===== config.mk =====
export PLATFORM = sky130hd
export DESIGN_NAME = fault_alert_interface
export DESIGN_NICKNAME = d
export VERILOG_FILES = /design/src/alert_fault_pkg.sv /design/src/fault_alert_interface.sv /design/src/alert_wave_qualifier.sv
export VERILOG_INCLUDE_DIRS = /design/src
export SDC_FILE = /design/constraint.sdc
export NUM_CORES = 1
export LEC_CHECK = 0
export ABC_AREA = 1
export BUFFER_PORTS_ARGS = -buffer_cell sky130_fd_sc_hd__buf_4
export CAP_MARGIN = 0
export CORE_MARGIN = 3
export CORE_UTILIZATION = 48
export CTS_BUF_LIST = sky130_fd_sc_hd__clkbuf_2
export DETAILED_ROUTE_END_ITERATION = 6
export HOLD_SLACK_MARGIN = 0.02
export PLACE_DENSITY = 0.79
export SKIP_LAST_GASP = 1
export SLEW_MARGIN = 25
export SYNTH_ARGS = -nofsm -noshare
export SYNTH_HDL_FRONTEND = slang
export SYNTH_SLANG_ARGS = --single-unit

===== constraint.sdc =====
create_clock -name clk -period 1.47 [get_ports clk]
set_input_delay 0.0735 -clock clk [delete_from_list [all_inputs] [get_ports clk]]
set_output_delay 0.0735 -clock clk [all_outputs]
set_load 0.01 [all_outputs]

===== src/alert_fault_defines.svh =====
// Offsets, field positions and timing counts for the fault alert block
// Summary of operation
// - Alert asserts when any status flag except bit 6 and its mask enable are both set.
// - Power-on reset flag raises alert and packet with no mask.
// - Masking only affects alerting and packet; status stays readable unchanged.
// - Packet bits 15,6 zero; 14 raw reset flag; 13..7 masked faults.
// - Packet bits 5..0 are masked packet, interface, cal, balance, diag flags.
// - Scan-done flag never in packet; alerts only when enabled.
// - User force bit drives the alert active without any fault.
// - Link config selects loopback, differential or dual link arrangement.
// - Interface disabled means no alert on any path, input ignored.
// - Port select 0 is SPI, 1 is UART with AC CMOS driver.
// - SPI alert active low; open drain floats idle, CMOS drives high.
// - In SPI mode the alert input pin is ignored.
// - UART non-differential fault gives continuous 2MHz square wave, high 62 of 125 cycles.
// - UART alert state refreshes at scan rate, not continuously.
// - UART idle output low with float select 0, high-Z with 1.
// - Incoming wave accepted only after 25us at correct frequency.
// - Input is single-ended receiver with grounded negative input.
// - Top-cell settings mask balance switch faults; unequal masks none.
// - DC test in UART drives low on alert, high otherwise.
`ifndef ALERT_FAULT_DEFINES_SVH
`define ALERT_FAULT_DEFINES_SVH
`define BIT_SCAN_DONE     15
`define BIT_POR           14
`define BIT_PKT_ZERO_HI   15
`define BIT_PKT_ZERO_LO   6
`define PKT_MASKED_FIELDS 16'h3fbf
`define ALERT_MASKED_FIELDS 16'hbfbf
`define STATUS_RESET      16'h0000
`define CLK_PERIOD_NS     4
`define WAVE_PERIOD_NS    500
`define WAVE_PERIOD_CYC   (`WAVE_PERIOD_NS / `CLK_PERIOD_NS)
`define WAVE_HIGH_CYC     (`WAVE_PERIOD_CYC / 2)
`define WAVE_TOL_CYC      12
`define QUAL_TIME_NS      25000
`define QUAL_CYC          ((`QUAL_TIME_NS + `CLK_PERIOD_NS - 1) / `CLK_PERIOD_NS)
`define CELL_COUNT        14
`endif


===== src/alert_fault_pkg.sv =====
// Types shared by the fault alert block
`default_nettype none
package alert_fault_pkg;
   typedef enum logic [1:0] {
      LINK_EXT_LOOP = 2'h0,
      LINK_INT_LOOP = 2'h1,
      LINK_DIFF     = 2'h2,
      LINK_DUAL     = 2'h3
   } link_config_type;
   typedef enum logic [2:0] {
      RX_IDLE    = 3'h1,
      RX_QUALIFY = 3'h2,
      RX_VALID   = 3'h4
   } rx_state_type;
endpackage
`default_nettype wire


===== src/fault_alert_interface.sv =====
// Fault alert aggregation, output driver and incoming alert receiver
`timescale 1ns/100ps
`default_nettype none
`include "alert_fault_defines.svh"
module fault_alert_interface #(
   parameter int unsigned QUAL_CYCLES = `QUAL_CYC
) (
   // Clock and reset
   input  wire logic                          clk,
   input  wire logic                          reset_n,
   // Status and mask
   input  wire logic [15:0]                   primary_status_register,
   input  wire logic [15:0]                   alert_mask_register,
   input  wire logic                          user_alert_force,
   // Configuration
   input  wire logic                          alert_output_enable,
   input  wire logic                          host_port_select,
   input  wire alert_fault_pkg::link_config_type link_config_field,
   input  wire logic                          spi_alert_drive_select,
   input  wire logic                          idle_float_select,
   input  wire logic                          dc_test_enable,
   input  wire logic                          scan_update,
   // Balance switch diagnostics
   input  wire logic [13:0]                   balance_switch_fault,
   input  wire logic [3:0]                    top_cell_one,
   input  wire logic [3:0]                    top_cell_two,
   // Alert pins
   input  wire logic                          alert_input_pin,
   output logic                               alert_output_pin,
   output logic                               alert_output_oe,
   output logic                               diff_alert_wave,
   // Status outputs
   output logic [15:0]                        status_readback,
   output logic [15:0]                        alert_packet_status_word,
   output logic [13:0]                        balance_switch_alert,
   output logic                               alert_active,
   output logic                               incoming_alert
);
   import alert_fault_pkg::*;

   localparam logic [6:0] WAVE_LAST = 7'(`WAVE_PERIOD_CYC - 1);
   localparam logic [6:0] WAVE_HIGH = 7'(`WAVE_HIGH_CYC);

   function automatic logic [13:0] cells_in_use(input logic [3:0] top);
      logic [13:0] m;
      m = 14'h0000;
      for (int i = 0; i < `CELL_COUNT; i++) begin
         m[i] = (4'(i) < top);
      end
      return m;
   endfunction

   // Mode decode
   wire uart_mode = host_port_select;
   wire spi_mode = ~host_port_select;
   wire diff_cfg = (link_config_field == LINK_DIFF);

   // Balance switch masking
   wire        tops_equal = (top_cell_one == top_cell_two);
   wire [13:0] bal_keep = tops_equal ? cells_in_use(top_cell_one) : 14'h3fff;
   wire [13:0] next_bal = balance_switch_fault & bal_keep;

   // Alert aggregation
   wire [15:0] masked = primary_status_register & alert_mask_register;
   wire        por = primary_status_register[`BIT_POR];
   wire        local_fault = (|(masked & 16'(`ALERT_MASKED_FIELDS))) | por;
   wire [15:0] next_packet = (masked & 16'(`PKT_MASKED_FIELDS)) | {1'b0, por, 14'h0000};

   // Incoming alert receiver
   wire rx_data = alert_input_pin & ~1'b0;
   wire rx_enable = alert_output_enable & uart_mode;
   wire rx_valid;

   alert_wave_qualifier #(
      .QUAL_CYCLES(QUAL_CYCLES)
   ) u_rx (
      .clk      (clk),
      .reset_n  (reset_n),
      .enable   (rx_enable),
      .wave_in  (rx_data),
      .qualified(rx_valid)
   );

   wire next_active = alert_output_enable & (local_fault | user_alert_force | incoming_alert);

   // Scan-rate latch of the UART alert state
   logic uart_alert;
   wire  next_uart_alert = scan_update ? alert_active : uart_alert;

   // Square wave generator
   logic [6:0] wave_cnt;
   wire        wave = (wave_cnt < WAVE_HIGH);
   wire [6:0]  next_wave_cnt = (!uart_alert || wave_cnt == WAVE_LAST) ? 7'h00 : wave_cnt + 7'h01;

   // Output driver selection
   logic next_out;
   logic next_oe;
   always_comb begin
      next_out = 1'b0;
      next_oe = 1'b0;
      if (spi_mode) begin
         next_out = ~alert_active & spi_alert_drive_select;
         next_oe = alert_active | spi_alert_drive_select;
      end else if (dc_test_enable) begin
         next_out = ~alert_active;
         next_oe = 1'b1;
      end else if (uart_alert && !diff_cfg) begin
         next_out = wave;
         next_oe = 1'b1;
      end else begin
         next_out = 1'b0;
         next_oe = ~idle_float_select;
      end
   end

   always_ff @(posedge clk or negedge reset_n) begin
      if (!reset_n) begin
         alert_active <= 1'b0;
         uart_alert <= 1'b0;
         wave_cnt <= 7'h00;
         alert_output_pin <= 1'b0;
         alert_output_oe <= 1'b0;
         diff_alert_wave <= 1'b0;
         incoming_alert <= 1'b0;
         status_readback <= `STATUS_RESET;
         alert_packet_status_word <= `STATUS_RESET;
         balance_switch_alert <= 14'h0000;
      end else begin
         alert_active <= next_active;
         uart_alert <= next_uart_alert & uart_mode & alert_output_enable;
         wave_cnt <= next_wave_cnt;
         alert_output_pin <= next_out;
         alert_output_oe <= next_oe;
         diff_alert_wave <= uart_alert & diff_cfg & wave;
         incoming_alert <= rx_valid & rx_enable;
         status_readback <= primary_status_register;
         alert_packet_status_word <= next_packet;
         balance_switch_alert <= next_bal;
      end
   end

   property p_mask_or;
      @(posedge clk) disable iff (!reset_n)
      (alert_output_enable && (|(primary_status_register & alert_mask_register & `ALERT_MASKED_FIELDS)))
         |=> alert_active;
   endproperty
   a_mask_or: assert property (p_mask_or) else $error("enabled fault gave no alert");

   property p_por;
      @(posedge clk) disable iff (!reset_n)
      (alert_output_enable && primary_status_register[14] && alert_mask_register == 16'h0000)
         |=> alert_active && alert_packet_status_word[14];
   endproperty
   a_por: assert property (p_por) else $error("reset flag was masked");

   property p_readback;
      @(posedge clk) disable iff (!reset_n)
      ##1 status_readback == $past(primary_status_register);
   endproperty
   a_readback: assert property (p_readback) else $error("status readback altered");

   property p_packet_zero;
      @(posedge clk) disable iff (!reset_n)
      alert_packet_status_word[15] == 1'b0 && alert_packet_status_word[6] == 1'b0;
   endproperty
   a_packet_zero: assert property (p_packet_zero) else $error("packet reserved bit set");

   property p_packet_mask;
      @(posedge clk) disable iff (!reset_n)
      (alert_mask_register == 16'h0000) |=> alert_packet_status_word[13:0] == 14'h0000;
   endproperty
   a_packet_mask: assert property (p_packet_mask) else $error("masked flag in packet");

   property p_scan_only;
      @(posedge clk) disable iff (!reset_n)
      (primary_status_register == 16'h8000) |=> alert_packet_status_word == 16'h0000;
   endproperty
   a_scan_only: assert property (p_scan_only) else $error("scan flag in packet");

   property p_force_spi;
      @(posedge clk) disable iff (!reset_n)
      (alert_output_enable && user_alert_force && spi_mode)[*2]
         |=> !alert_output_pin && alert_output_oe;
   endproperty
   a_force_spi: assert property (p_force_spi) else $error("forced alert not driven");

   property p_disabled;
      @(posedge clk) disable iff (!reset_n)
      !alert_output_enable |=> !alert_active && !incoming_alert;
   endproperty
   a_disabled: assert property (p_disabled) else $error("alert while disabled");

   property p_spi_od;
      @(posedge clk) disable iff (!reset_n)
      (spi_mode && !spi_alert_drive_select && !alert_active) |=> !alert_output_oe;
   endproperty
   a_spi_od: assert property (p_spi_od) else $error("open drain drove idle");

   property p_spi_rx;
      @(posedge clk) disable iff (!reset_n)
      spi_mode |=> !incoming_alert;
   endproperty
   a_spi_rx: assert property (p_spi_rx) else $error("input used in SPI mode");

   property p_wave_half;
      @(posedge clk) disable iff (!reset_n)
      (uart_alert && wave_cnt == 7'h00) |-> ##62 (!uart_alert || wave_cnt == WAVE_HIGH);
   endproperty
   a_wave_half: assert property (p_wave_half) else $error("wave half period wrong");

   property p_scan_hold;
      @(posedge clk) disable iff (!reset_n)
      (!scan_update && uart_mode && alert_output_enable) |=> uart_alert == $past(uart_alert);
   endproperty
   a_scan_hold: assert property (p_scan_hold) else $error("alert refreshed off scan");

   property p_idle_float;
      @(posedge clk) disable iff (!reset_n)
      (uart_mode && !dc_test_enable && !uart_alert && idle_float_select) |=> !alert_output_oe;
   endproperty
   a_idle_float: assert property (p_idle_float) else $error("idle output not floating");

   property p_dc_test;
      @(posedge clk) disable iff (!reset_n)
      (uart_mode && dc_test_enable) |=> alert_output_oe && alert_output_pin == !$past(alert_active);
   endproperty
   a_dc_test: assert property (p_dc_test) else $error("dc test level wrong");

   property p_diff_single;
      @(posedge clk) disable iff (!reset_n)
      (uart_mode && diff_cfg && !dc_test_enable) |=> !alert_output_pin;
   endproperty
   a_diff_single: assert property (p_diff_single) else $error("single-ended alert in differential");

   property p_top_unequal;
      @(posedge clk) disable iff (!reset_n)
      (top_cell_one != top_cell_two) |=> balance_switch_alert == $past(balance_switch_fault);
   endproperty
   a_top_unequal: assert property (p_top_unequal) else $error("balance fault masked");
endmodule
`default_nettype wire


===== src/alert_wave_qualifier.sv =====
// Qualifies an incoming alert square wave by period and duration
`timescale 1ns/100ps
`default_nettype none
`include "alert_fault_defines.svh"
module alert_wave_qualifier #(
   parameter int unsigned QUAL_CYCLES = `QUAL_CYC
) (
   // Clock and reset
   input  wire logic clk,
   input  wire logic reset_n,
   // Wave input
   input  wire logic enable,
   input  wire logic wave_in,
   // Result
   output logic      qualified
);
   import alert_fault_pkg::*;
   localparam logic [7:0] PER_MIN = 8'(`WAVE_PERIOD_CYC - `WAVE_TOL_CYC);
   localparam logic [7:0] PER_MAX = 8'(`WAVE_PERIOD_CYC + `WAVE_TOL_CYC);
   localparam logic [15:0] QUAL_LIM = 16'(QUAL_CYCLES);

   rx_state_type state;
   rx_state_type next_state;
   logic         wave_prev;
   logic [7:0]   period;
   logic [15:0]  run;
   wire          rise = wave_in & ~wave_prev;
   wire          per_ok = (period >= PER_MIN) && (period <= PER_MAX);
   wire          stale = (period > PER_MAX);
   wire          bad = (rise & ~per_ok) | stale | ~enable;

   always_comb begin
      next_state = state;
      unique case (state)
         RX_IDLE: begin
            if (enable && rise) next_state = RX_QUALIFY;
         end
         RX_QUALIFY: begin
            if (bad) next_state = RX_IDLE;
            else if (run >= QUAL_LIM) next_state = RX_VALID;
         end
         RX_VALID: begin
            if (bad) next_state = RX_IDLE;
         end
         default: next_state = RX_IDLE;
      endcase
   end

   always_ff @(posedge clk or negedge reset_n) begin
      if (!reset_n) begin
         state <= RX_IDLE;
         wave_prev <= 1'b0;
         period <= 8'h00;
         run <= 16'h0000;
      end else begin
         state <= next_state;
         wave_prev <= wave_in;
         period <= (rise || stale) ? 8'h01 : period + 8'h01;
         run <= (next_state == RX_IDLE) ? 16'h0000 : run + 16'h0001;
      end
   end

   assign qualified = (state == RX_VALID);

   property p_qual_time;
      @(posedge clk) disable iff (!reset_n)
      $rose(qualified) |-> run > QUAL_LIM;
   endproperty
   a_qual_time: assert property (p_qual_time) else $error("alert accepted too early");

   property p_bad_period;
      @(posedge clk) disable iff (!reset_n)
      (state != RX_IDLE && rise && !per_ok) |=> !qualified && run == 16'h0000;
   endproperty
   a_bad_period: assert property (p_bad_period) else $error("bad period not rejected");
endmodule
`default_nettype wire


Word-level counts from Yosys, hierarchy flattened. Cells that the tools add are included. Widths: inputs -> output; s select.

RAM bits: 0. ROM bits: 0. Register bits: 86. Bits in latches: 0. Bits of input ports: 66. Output and inout bits: 51. Memories: 0.

Eq/ne operators: 7. Order comparisons: 19. Shift operators: 0. Multiply operators: 0. Bitwise operators: 24. Mux-type cells: 16. Reduce and logical (&&, ||, !) cells: 8. Add/sub/neg operators: 3. Divide/modulo/power cells: 0.

Operator list (count): $lt 4x4->1 const A (6); $add 16x1->16 const B (1); $and 16x16->16 (1); $ge 16x13->1 const B (1); $lt 3x4->1 const A (4); $mux 16 (1); $or 14x15->15 (1); $and 14x14->14 (1); $mux 14 (1); $reduce_or 14->1 (1); $mux 3 (4); $and 1x1->1 (10); $pmux 3 s3 (1); $add 8x1->8 const B (1); $ge 8x7->1 const B (1); $gt 8x8->1 const B (1); $le 8x8->1 const B (1); $lt 1x4->1 const A (2); $lt 2x4->1 const A (2); $mux 8 (1); $add 7x1->7 const B (1); $eq 7x7->1 const B (1); $lt 7x6->1 const B (1); $mux 1 (7); 11 further kinds (25).

Logic depth before layout (Yosys ltp). Gate-level depths: netlist of run 1.

Depth after elaboration: 10. Mapped depth: 11. Depth with buffers taken out: 10.

By module. Synthesis of run 1 repeated with hierarchy kept, for this count alone.

Cells, all modules: 446. Area total of the unflattened synthesis: 3975.1 um^2.

Modules (own cells, without submodules): fault_alert_interface (instances 1, cells each 247, area each 2354.8 um^2); alert_wave_qualifier (instances 1, cells each 199, area each 1620.3 um^2).

Least setup slack after synthesis of run 1. OpenSTA, ideal clock, no wires.

Path kind: register to register. Start: register u_rx.period[0]. End: register u_rx.run[7]. Cell stages (with the launch flop): 12. Setup slack: -30 ps. Data required time: 1346 ps. Data arrival time: 1376 ps. Buffers on the path: 1. Library setup time: 124 ps. Path through: dfrtp_1 inv_1 ha_1 o21ai_0 nand2_1 nand2_1 nand2_2 nand3_2 nand2_2 nand2_4 buf_12 nor2_4.

Word-level cells in the longest chain between the ends: 10. Elaborated cells between the ends (all ways): 13. Those cells by class: order compare (3); eq/ne (1); mux (4); bitwise (4); reduce/logical (1).

Ends and longest elaborated chain: from (decl) (line alert_wave_qualifier.sv:25) `logic [7:0] period;`; from (signal assigned) (line alert_wave_qualifier.sv:58) `period <= (rise || stale) ? 8'h01 : period + 8'h01;`; $ge 8x7->1 / $le 8x8->1 (equally long branches) (line alert_wave_qualifier.sv:28) `wire per_ok = (period >= PER_MIN) && (period <= PER_MAX);`; $logic_and 1x1->1 (line alert_wave_qualifier.sv:28); $not 1->1 (line alert_wave_qualifier.sv:30) `wire bad = (rise & ~per_ok) | stale | ~enable;`; $and 1x1->1 (line alert_wave_qualifier.sv:30); $or 1x1->1 * (2 in a row) (line alert_wave_qualifier.sv:30); $mux 3 (on tied branches) (line alert_wave_qualifier.sv:43, alert_wave_qualifier.sv:39); $pmux 3 s3 * (line alert_wave_qualifier.sv:34) `unique case (state)`; net u_rx.next_state[0] (line alert_wave_qualifier.sv:23) `rx_state_type next_state;`; $eq 3x1->1 * (line alert_wave_qualifier.sv:59) `run <= (next_state == RX_IDLE) ? 16'h0000 : run + 16'h0001;`; $mux 16 * (line alert_wave_qualifier.sv:59); to (signal assigned) (line alert_wave_qualifier.sv:59); to (decl) (line alert_wave_qualifier.sv:26) `logic [15:0] run;`.

Mark *: on every way through the listed nets, which the timed path passes. The rest lies on a longest branch.

Final worst setup path of run 1.
Start: register u_rx.period[1]. End: register u_rx.run[13].

Word-level cells in the longest chain between the ends: 10. Elaborated cells between the ends (all ways): 13. Those cells by class: order compare (3); eq/ne (1); mux (4); bitwise (4); reduce/logical (1).

Ends and longest elaborated chain (line): $ge 8x7->1 / $le 8x8->1 (equally long branches) (alert_wave_qualifier.sv:28); $logic_and 1x1->1 (alert_wave_qualifier.sv:28); $not 1->1 (alert_wave_qualifier.sv:30); $and 1x1->1 (alert_wave_qualifier.sv:30); $or 1x1->1 * (2 in a row) (alert_wave_qualifier.sv:30); $mux 3 (on tied branches) (alert_wave_qualifier.sv:43, alert_wave_qualifier.sv:39); $pmux 3 s3 * (alert_wave_qualifier.sv:34); $eq 3x1->1 * (alert_wave_qualifier.sv:59); $mux 16 * (alert_wave_qualifier.sv:59).

Every way passes the cells marked *; elsewhere a longest branch is shown, timed or not.

==> impl_metrics.json, run 1 <==
{
  "outcome": "finished with violations",
  "violations": "negative setup slack",
  "finalCriticalPeriod_ns": 1.529,
  "row_count": 31,
  "dp_slack_ns": -0.08212,
  "combPwrFrac": 0.198,
  "numCtsBuffers": 9,
  "h-tree-depth": 3,
  "grt_max_degree": 39,
  "drv_slew": 0,
  "die_w_um": 94.20,
  "cts.sinks": 84,
  "hold_violations": 0,
  "finalCritPeriodShare": 1.040,
  "worstReg2RegEnd": "u_rx.run[13]",
  "cts.path.max_buffers": 2,
  "synth-seq-area-share": 0.5633,
  "path_class": "flop to flop",
  "first_iter_violations": 216,
  "placed_cells": 622,
  "hold_path_startpoint": "primary_status_register[5]",
  "switching_share": 0.2815,
  "cpMostUsedCell": "nand2_2",
  "crit_path_max_incr_delay_ns": 0.43,
  "yosys.area.top_type_share": 0.5563,
  "fin_worst_skew_ns": 0.05821,
  "clkLatencyLatePin_ns": 0.57,
  "antenna_left": 0,
  "reg2reg_depth": 11,
  "synthToLayoutAreaGrowth_pct": 54.69,
  "portBuffers": 112,
  "coreArea_mm2": 0.007408,
  "yosysTopAreaCell": "dfrtp_1",
  "wl_per_cell_um": 15.63,
  "num_antenna_cells": 0,
  "drive_above_1_share": 0.3063,
  "required_ns": 1.94,
  "via_per_inst": 4.922,
  "first_pass_iters": 4,
  "hold_path_depth": 2,
  "critPathMaxFanout": 8,
  "slowest_stage": "dfrtp_1",
  "startpoint_type": "flop",
  "hold_slack_ns": 0.1164,
  "yosysUniqueCellTypes": 33,
  "clock.fmax_mhz": 653.9,
  "root_buffer": "clkbuf_2",
  "cp-end-kind": "flop",
  "die_h_um": 94.20,
  "synthCells": 406,
  "internal-power_mw": 3.551,
  "synth_area_per_cell_um2": 9.196,
  "routabilityCongestion": 0.8833,
  "layout_setup_ws_ns": -0.05940,
  "cts.clk_slew.worst_paths_ns": 0.30,
  "grtUsageTotal": 0.2578,
  "dp_hpwl_um": 6391,
  "layout.nets": 685,
  "netlist_area_mm2": 0.003734,
  "synth_warnings": 0,
  "p_clk_frac": 0.291,
  "synth.area.top_cells": "dfrtp_1 (56%), nand2_1 (8.1%), inv_1 (6.7%)",
  "min_to": "status_readback[5]",
  "worst_ep_arrival_time_ns": 2.00,
  "start_util": 0.5040,
  "num_vias": 3524,
  "fillers": 458,
  "cap_viol_max_count": 0,
  "final-instance-count-excl-fill": 716,
  "hold_path.class": "primary input to flop",
  "yosys_register_bits": 84,
  "grt_pass1_vias": 3718,
  "rsz0062_at_grt": "yes",
  "p_per_area_mw_per_mm2": 855.7,
  "postPlaceCellArea_mm2": 0.004760,
  "dieArea_mm2": 0.008873,
  "peakVddDrop_mv": 0.4757,
  "regToRegStartpoint": "u_rx.period[1]",
  "drcViolationCount": 0,
  "switching_power_mw": 1.391,
  "cts_tree": "yes",
  "grt-ovfl-total": 0,
  "ff2ff_setup_slack_ns": -0.06,
  "final_cell_area_mm2": 0.005776,
  "antenna_found_initial": 0,
  "worstPathCellList": "inv_2 -> ha_4 -> nor2_1 -> nand3_1 -> nand2_1 -> nand2_2 -> nand3_2 -> nand2_2 -> nand2_4 -> buf_12 -> nor2_4",
  "power.share.sequential": 0.511,
  "grt_pass1_wl_um": 17290,
  "routed_wl_um": 11190,
  "p_leak_nw": 2.845,
  "final-setup-viol-count": 15,
  "io_pins": 117
}
-- area by class of cell --
type / instances / area (um^2) / share of cell area
Sequential cell: 84 / 2108 / 0.3650
Clock buffer: 10 / 50.05 / 0.008666
Inverter: 68 / 255.2 / 0.04419
Clock inverter: 6 / 95.09 / 0.01646
Multi-Input combinational cell: 250 / 1414 / 0.2448
Timing Repair Buffer: 199 / 1729 / 0.2994
Tap cell: 99 / 123.9 / 0.02145
-- metrics by stage --
stage                 util   TNS [ns]  power, mW
floorplan                -          0      2.842
global placement    0.6425  -0.003394      3.218
detailed placement  0.6425    -0.9131      3.249
CTS                 0.7630    -0.4879      4.802
global route        0.7796     -1.610      5.171
finish              0.7796    -0.5950      4.942
-- cell families (layout without fill, tap and decap cells) --
| logic type | Yosys count | count (layout) | synth area share |
|---|---|---|---|
| and+or+nand+nor | 196 | 196 | 0.2460 |
| DFF | 84 | 84 | 0.5633 |
| buffers and inverters | 73 | 283 | 0.08110 |
| AOI/OAI and AO/OA | 26 | 26 | 0.04055 |
| xor gates and xnor gates | 19 | 19 | 0.04457 |
| adders and majority gates | 7 | 7 | 0.02346 |
| other | 1 | 2 | 0.001004 |
-- power groups by stage --
stage	Combinational, mW	Sequential (mW)	Clock [mW]
after floorplan	0.261	2.58	0
after global placement	0.672	2.55	0
after detailed placement	0.698	2.55	0
after CTS	0.865	2.51	1.43
after global routing	1.06	2.54	1.57
final	0.979	2.53	1.44
-- critical path: cells and delay by family, from the launching register on --
family	cells	cell delay, ns
fa+ha+maj	1	0.15
flops	1	0.43
buf+inv	2	0.27
simple gates	8	0.63
-- cell usage after synthesis --
cell and instances:
nand3_1 22, buf_4 3, a21oi_1 6, conb_1 1, o32a_1 1, o21bai_1 1, nor3b_1 4, inv_1 67
nor4_1 2, o21ai_1 1, nor2_1 48, nand4_1 8, inv_2 1, dfstp_2 1, xor2_1 18, nor2_2 3
ha_1 7, nand2_4 1, a31oi_1 1, nand2_1 81, o21ai_0 11, xnor2_1 1, dfrtp_1 83, nor3_1 13
nor2_4 9, nand2_2 4, clkbuf_2 1, o21a_1 2, buf_12 1, a21boi_0 1, o31ai_1 1, o211ai_1 1
nand3_2 1
-- layer usage --
| layer | part of all wire | wire (um) | GRT usage |
|---|---|---|---|
| met1 | 0.35 | 3885 | 0.2606 |
| met2 | 0.55 | 6161 | 0.4894 |
| met3 | 0.066 | 735 | 0.05609 |
| met4 | 0.037 | 412 | 0.1312 |
| met5 | 0 | 0 | 0 |
-- how the worst max path moves through the flow --
stage | endpoint | cells past startpoint | start | slack, ns
after floorplan | u_rx.run[7] | 11 | u_rx.period[0] | 0.004
after global placement | u_rx.run[10] | 11 | u_rx.period[0] | -0.001
after detailed placement | u_rx.run[12] | 11 | u_rx.period[0] | -0.08
after CTS | u_rx.run[12] | 11 | u_rx.period[0] | -0.05
after global routing | u_rx.run[13] | 11 | u_rx.period[1] | -0.11
final | u_rx.run[13] | 11 | u_rx.period[1] | -0.06
-- registers in the layout (all words and copies together), names as in the netlist --
| name | cells |
|---|---|
| u_rx.run | 16 |
| status_readback | 16 |
| uart_alert | 1 |
| alert_active | 1 |
| u_rx.state | 3 |
| alert_output_oe | 1 |
| balance_switch_alert | 14 |
| wave_cnt | 7 |
| alert_packet_status_word | 13 |
| diff_alert_wave | 1 |
| u_rx.period | 8 |
| u_rx.wave_prev | 1 |
| alert_output_pin | 1 |
| incoming_alert | 1 |
-- cells in the final DEF, fill, tap and decap left out, types with 4 or more instances in the layout --
cell / instances
nor2_1: 40
o21ai_0: 10
nand3_1: 22
nor2_4: 9
nand4_1: 8
nor2_2: 11
dfrtp_2: 4
ha_1: 4
dlygate4sd3_1: 72
nand2_2: 6
dfrtp_1: 79
inv_2: 4
nand2_1: 79
nor3_1: 10
a21oi_1: 6
xor2_1: 18
buf_4: 123
clkbuf_2: 10
inv_1: 64
-- timing repair --
action,4_1_cts,5_1_grt
setup buffers,3,2
setup endpoints to repair,17,28
resized for setup,6,22
endpoints found under the hold margin,138,1
pin swaps,0,9
cloned,0,1
hold buffers,71,2
Note: power is estimated with default switching activity, not from simulation.
==> run 2, diff against run 1 <==
- CORE_UTILIZATION: 48 -> 53
- PLACE_DENSITY: 0.79 -> 0.82
- clock period: 1.47 -> 1.5 ns (I/O delays scaled with it)
==> run 2 against run 1 <==
Compared with the run above:
- the run still ends with negative setup slack left
- worst hold slack better by 0.022 ns
- final cell count down 1.5%
- design area down 2.6%
- clock-buffer cell count unchanged
- clock power down 15%
- combinational power down 8.8%
- register-to-register slack better by 0.03 ns
- global-route usage up 4.8 points
- fmax down 0.10%
- worst setup slack better by 0.028 ns
- flip-flop and latch count unchanged
- largest power group unchanged
- highest routed layer unchanged
==> impl_metrics.json, run 2 (same netlist as run 1, synthesis figures left out) <==
{
  "outcome": "finished with violations",
  "violations": "negative setup slack",
  "cap_viol_max_count": 0,
  "hold_slack_ns": 0.1384,
  "p_leak_nw": 2.797,
  "die_h_um": 89.93,
  "grt-ovfl-total": 0,
  "hold_path_startpoint": "primary_status_register[5]",
  "layout_commonest_cell": "buf_4",
  "dp_slack_ns": -0.02411,
  "drv_slew": 0,
  "antenna_left": 0,
  "dp_hpwl_um": 6619,
  "peakVddDrop_mv": 0.6917,
  "final-setup-viol-count": 8,
  "numCtsBuffers": 9,
  "ff2ff_setup_slack_ns": -0.03,
  "drcViolationCount": 0,
  "min_to": "status_readback[5]",
  "rsz0062_at_grt": "yes",
  "finalCriticalPeriod_ns": 1.531,
  "finalCritPeriodShare": 1.021,
  "hold_path.class": "primary input to flop",
  "first_iter_violations": 178,
  "hold_violations": 0,
  "critPathMaxFanout": 10,
  "first_pass_iters": 5,
  "slowest_stage": "dfrtp_1",
  "cp_top_family": "simple AND/OR/NAND/NOR gates",
  "worst_ep_arrival_time_ns": 1.96,
  "p_per_area_mw_per_mm2": 818.2,
  "final_cell_mix": "buf_4 (120), dfrtp_1 (83), nand2_1 (81)",
  "startpoint_type": "flop",
  "dieArea_mm2": 0.008087,
  "routabilityCongestion": 0.9041,
  "layout_setup_ws_ns": -0.03098,
  "coreArea_mm2": 0.006568,
  "hold_path_depth": 2,
  "fin_worst_skew_ns": 0.03136,
  "multiInputGateArea_mm2": 0.001354,
  "crit_path_max_incr_delay_ns": 0.43,
  "totalPowerFinal_mw": 4.601,
  "num_vias": 3583,
  "cts.sinks": 84,
  "drive_above_1_share": 0.2696,
  "start_util": 0.5685,
  "fillers": 336,
  "grt_max_degree": 33,
  "cp-end-kind": "flop",
  "post-route-util": 0.8562,
  "required_ns": 1.93,
  "regToRegStartpoint": "u_rx.period[0]",
  "clock.fmax_mhz": 653.2,
  "cts.path.max_buffers": 2,
  "path_buf_inv": 2,
  "grt_pass1_vias": 3967,
  "root_buffer": "clkbuf_2",
  "grtUsageTotal": 0.3062,
  "portBuffers": 112,
  "clkLatencyLatePin_ns": 0.54,
  "cts.clk_slew.worst_paths_ns": 0.29,
  "via_per_inst": 5.082,
  "cts_tree": "yes",
  "row_count": 29,
  "die_w_um": 89.93,
  "io_pins": 117,
  "num_antenna_cells": 0,
  "h-tree-depth": 3,
  "tns_ns": -0.1210,
  "largestRegisters": "status_readback (16), u_rx.run (16), balance_switch_alert (14)",
  "wl_per_cell_um": 16.57,
  "routed_wl_um": 11690,
  "layout.nets": 681,
  "antenna_found_initial": 0,
  "worstReg2RegEnd": "u_rx.run[3]",
  "path_class": "flop to flop",
  "reg2reg_depth": 11,
  "seqCellArea_mm2": 0.002103,
  "worstPathCellList": "inv_1 -> ha_2 -> o21ai_1 -> nand2_1 -> nand2_1 -> nand2_2 -> nand3_2 -> nand2_2 -> nand2_4 -> buf_12 -> nor2_1",
  "grt_pass1_wl_um": 19180,
  "synthToLayoutAreaGrowth_pct": 50.60
}
run 2: routing by layer:
metal  global-route usage  share of wire  vias to the layer above
li1                     -              -                     1658
met1               0.3087           0.34                     1699
met2               0.5733           0.54                      179
met3              0.06678          0.064                       47
met4               0.1837          0.055                        0
met5                    0              0                        -
run 2: final cells by class:
type,count,share of cell area
sequential,84,0.3741
timing repair buffer,195,0.2991
multi-input combinational,250,0.2408
inverter,68,0.04539
tap,93,0.02069
clock inverter,5,0.01113
clock buffer,10,0.008901
run 2: worst max-delay path by stage:
stage                         startpoint           to  slack (ns)  depth (start not counted)
after floorplan           u_rx.period[0]  u_rx.run[7]        0.02                         11
after global placement    u_rx.period[0]  u_rx.run[2]        0.02                         11
after detailed placement  u_rx.period[0]  u_rx.run[2]       -0.02                         11
after CTS                 u_rx.period[1]  u_rx.run[2]       -0.02                         11
after global routing      u_rx.period[0]  u_rx.run[3]       -0.13                         11
final                     u_rx.period[0]  u_rx.run[3]       -0.03                         11
run 2: through the flow:
stage          cells  instance area [um^2]
4_1_cts          704                  5595
3_5_place_dp     616                  4752
2_1_floorplan    407                  3737
6_report         705                  5623
5_1_grt          705                  5623
3_3_place_gp     616                  4752
run 2: power by group:
part	total (mW)	internal [mW]	switching, mW
clock	1.23	0.390	0.841
sequential	2.48	2.39	0.0850
combinational	0.893	0.477	0.417
run 2: repair_timing:
action                                  in CTS  in global routing
setup buffers                                1                  1
endpoints found under the setup margin      16                 24
hold buffers                                72                  0
resized for setup                            1                  7
endpoints found under the hold margin      138                  0
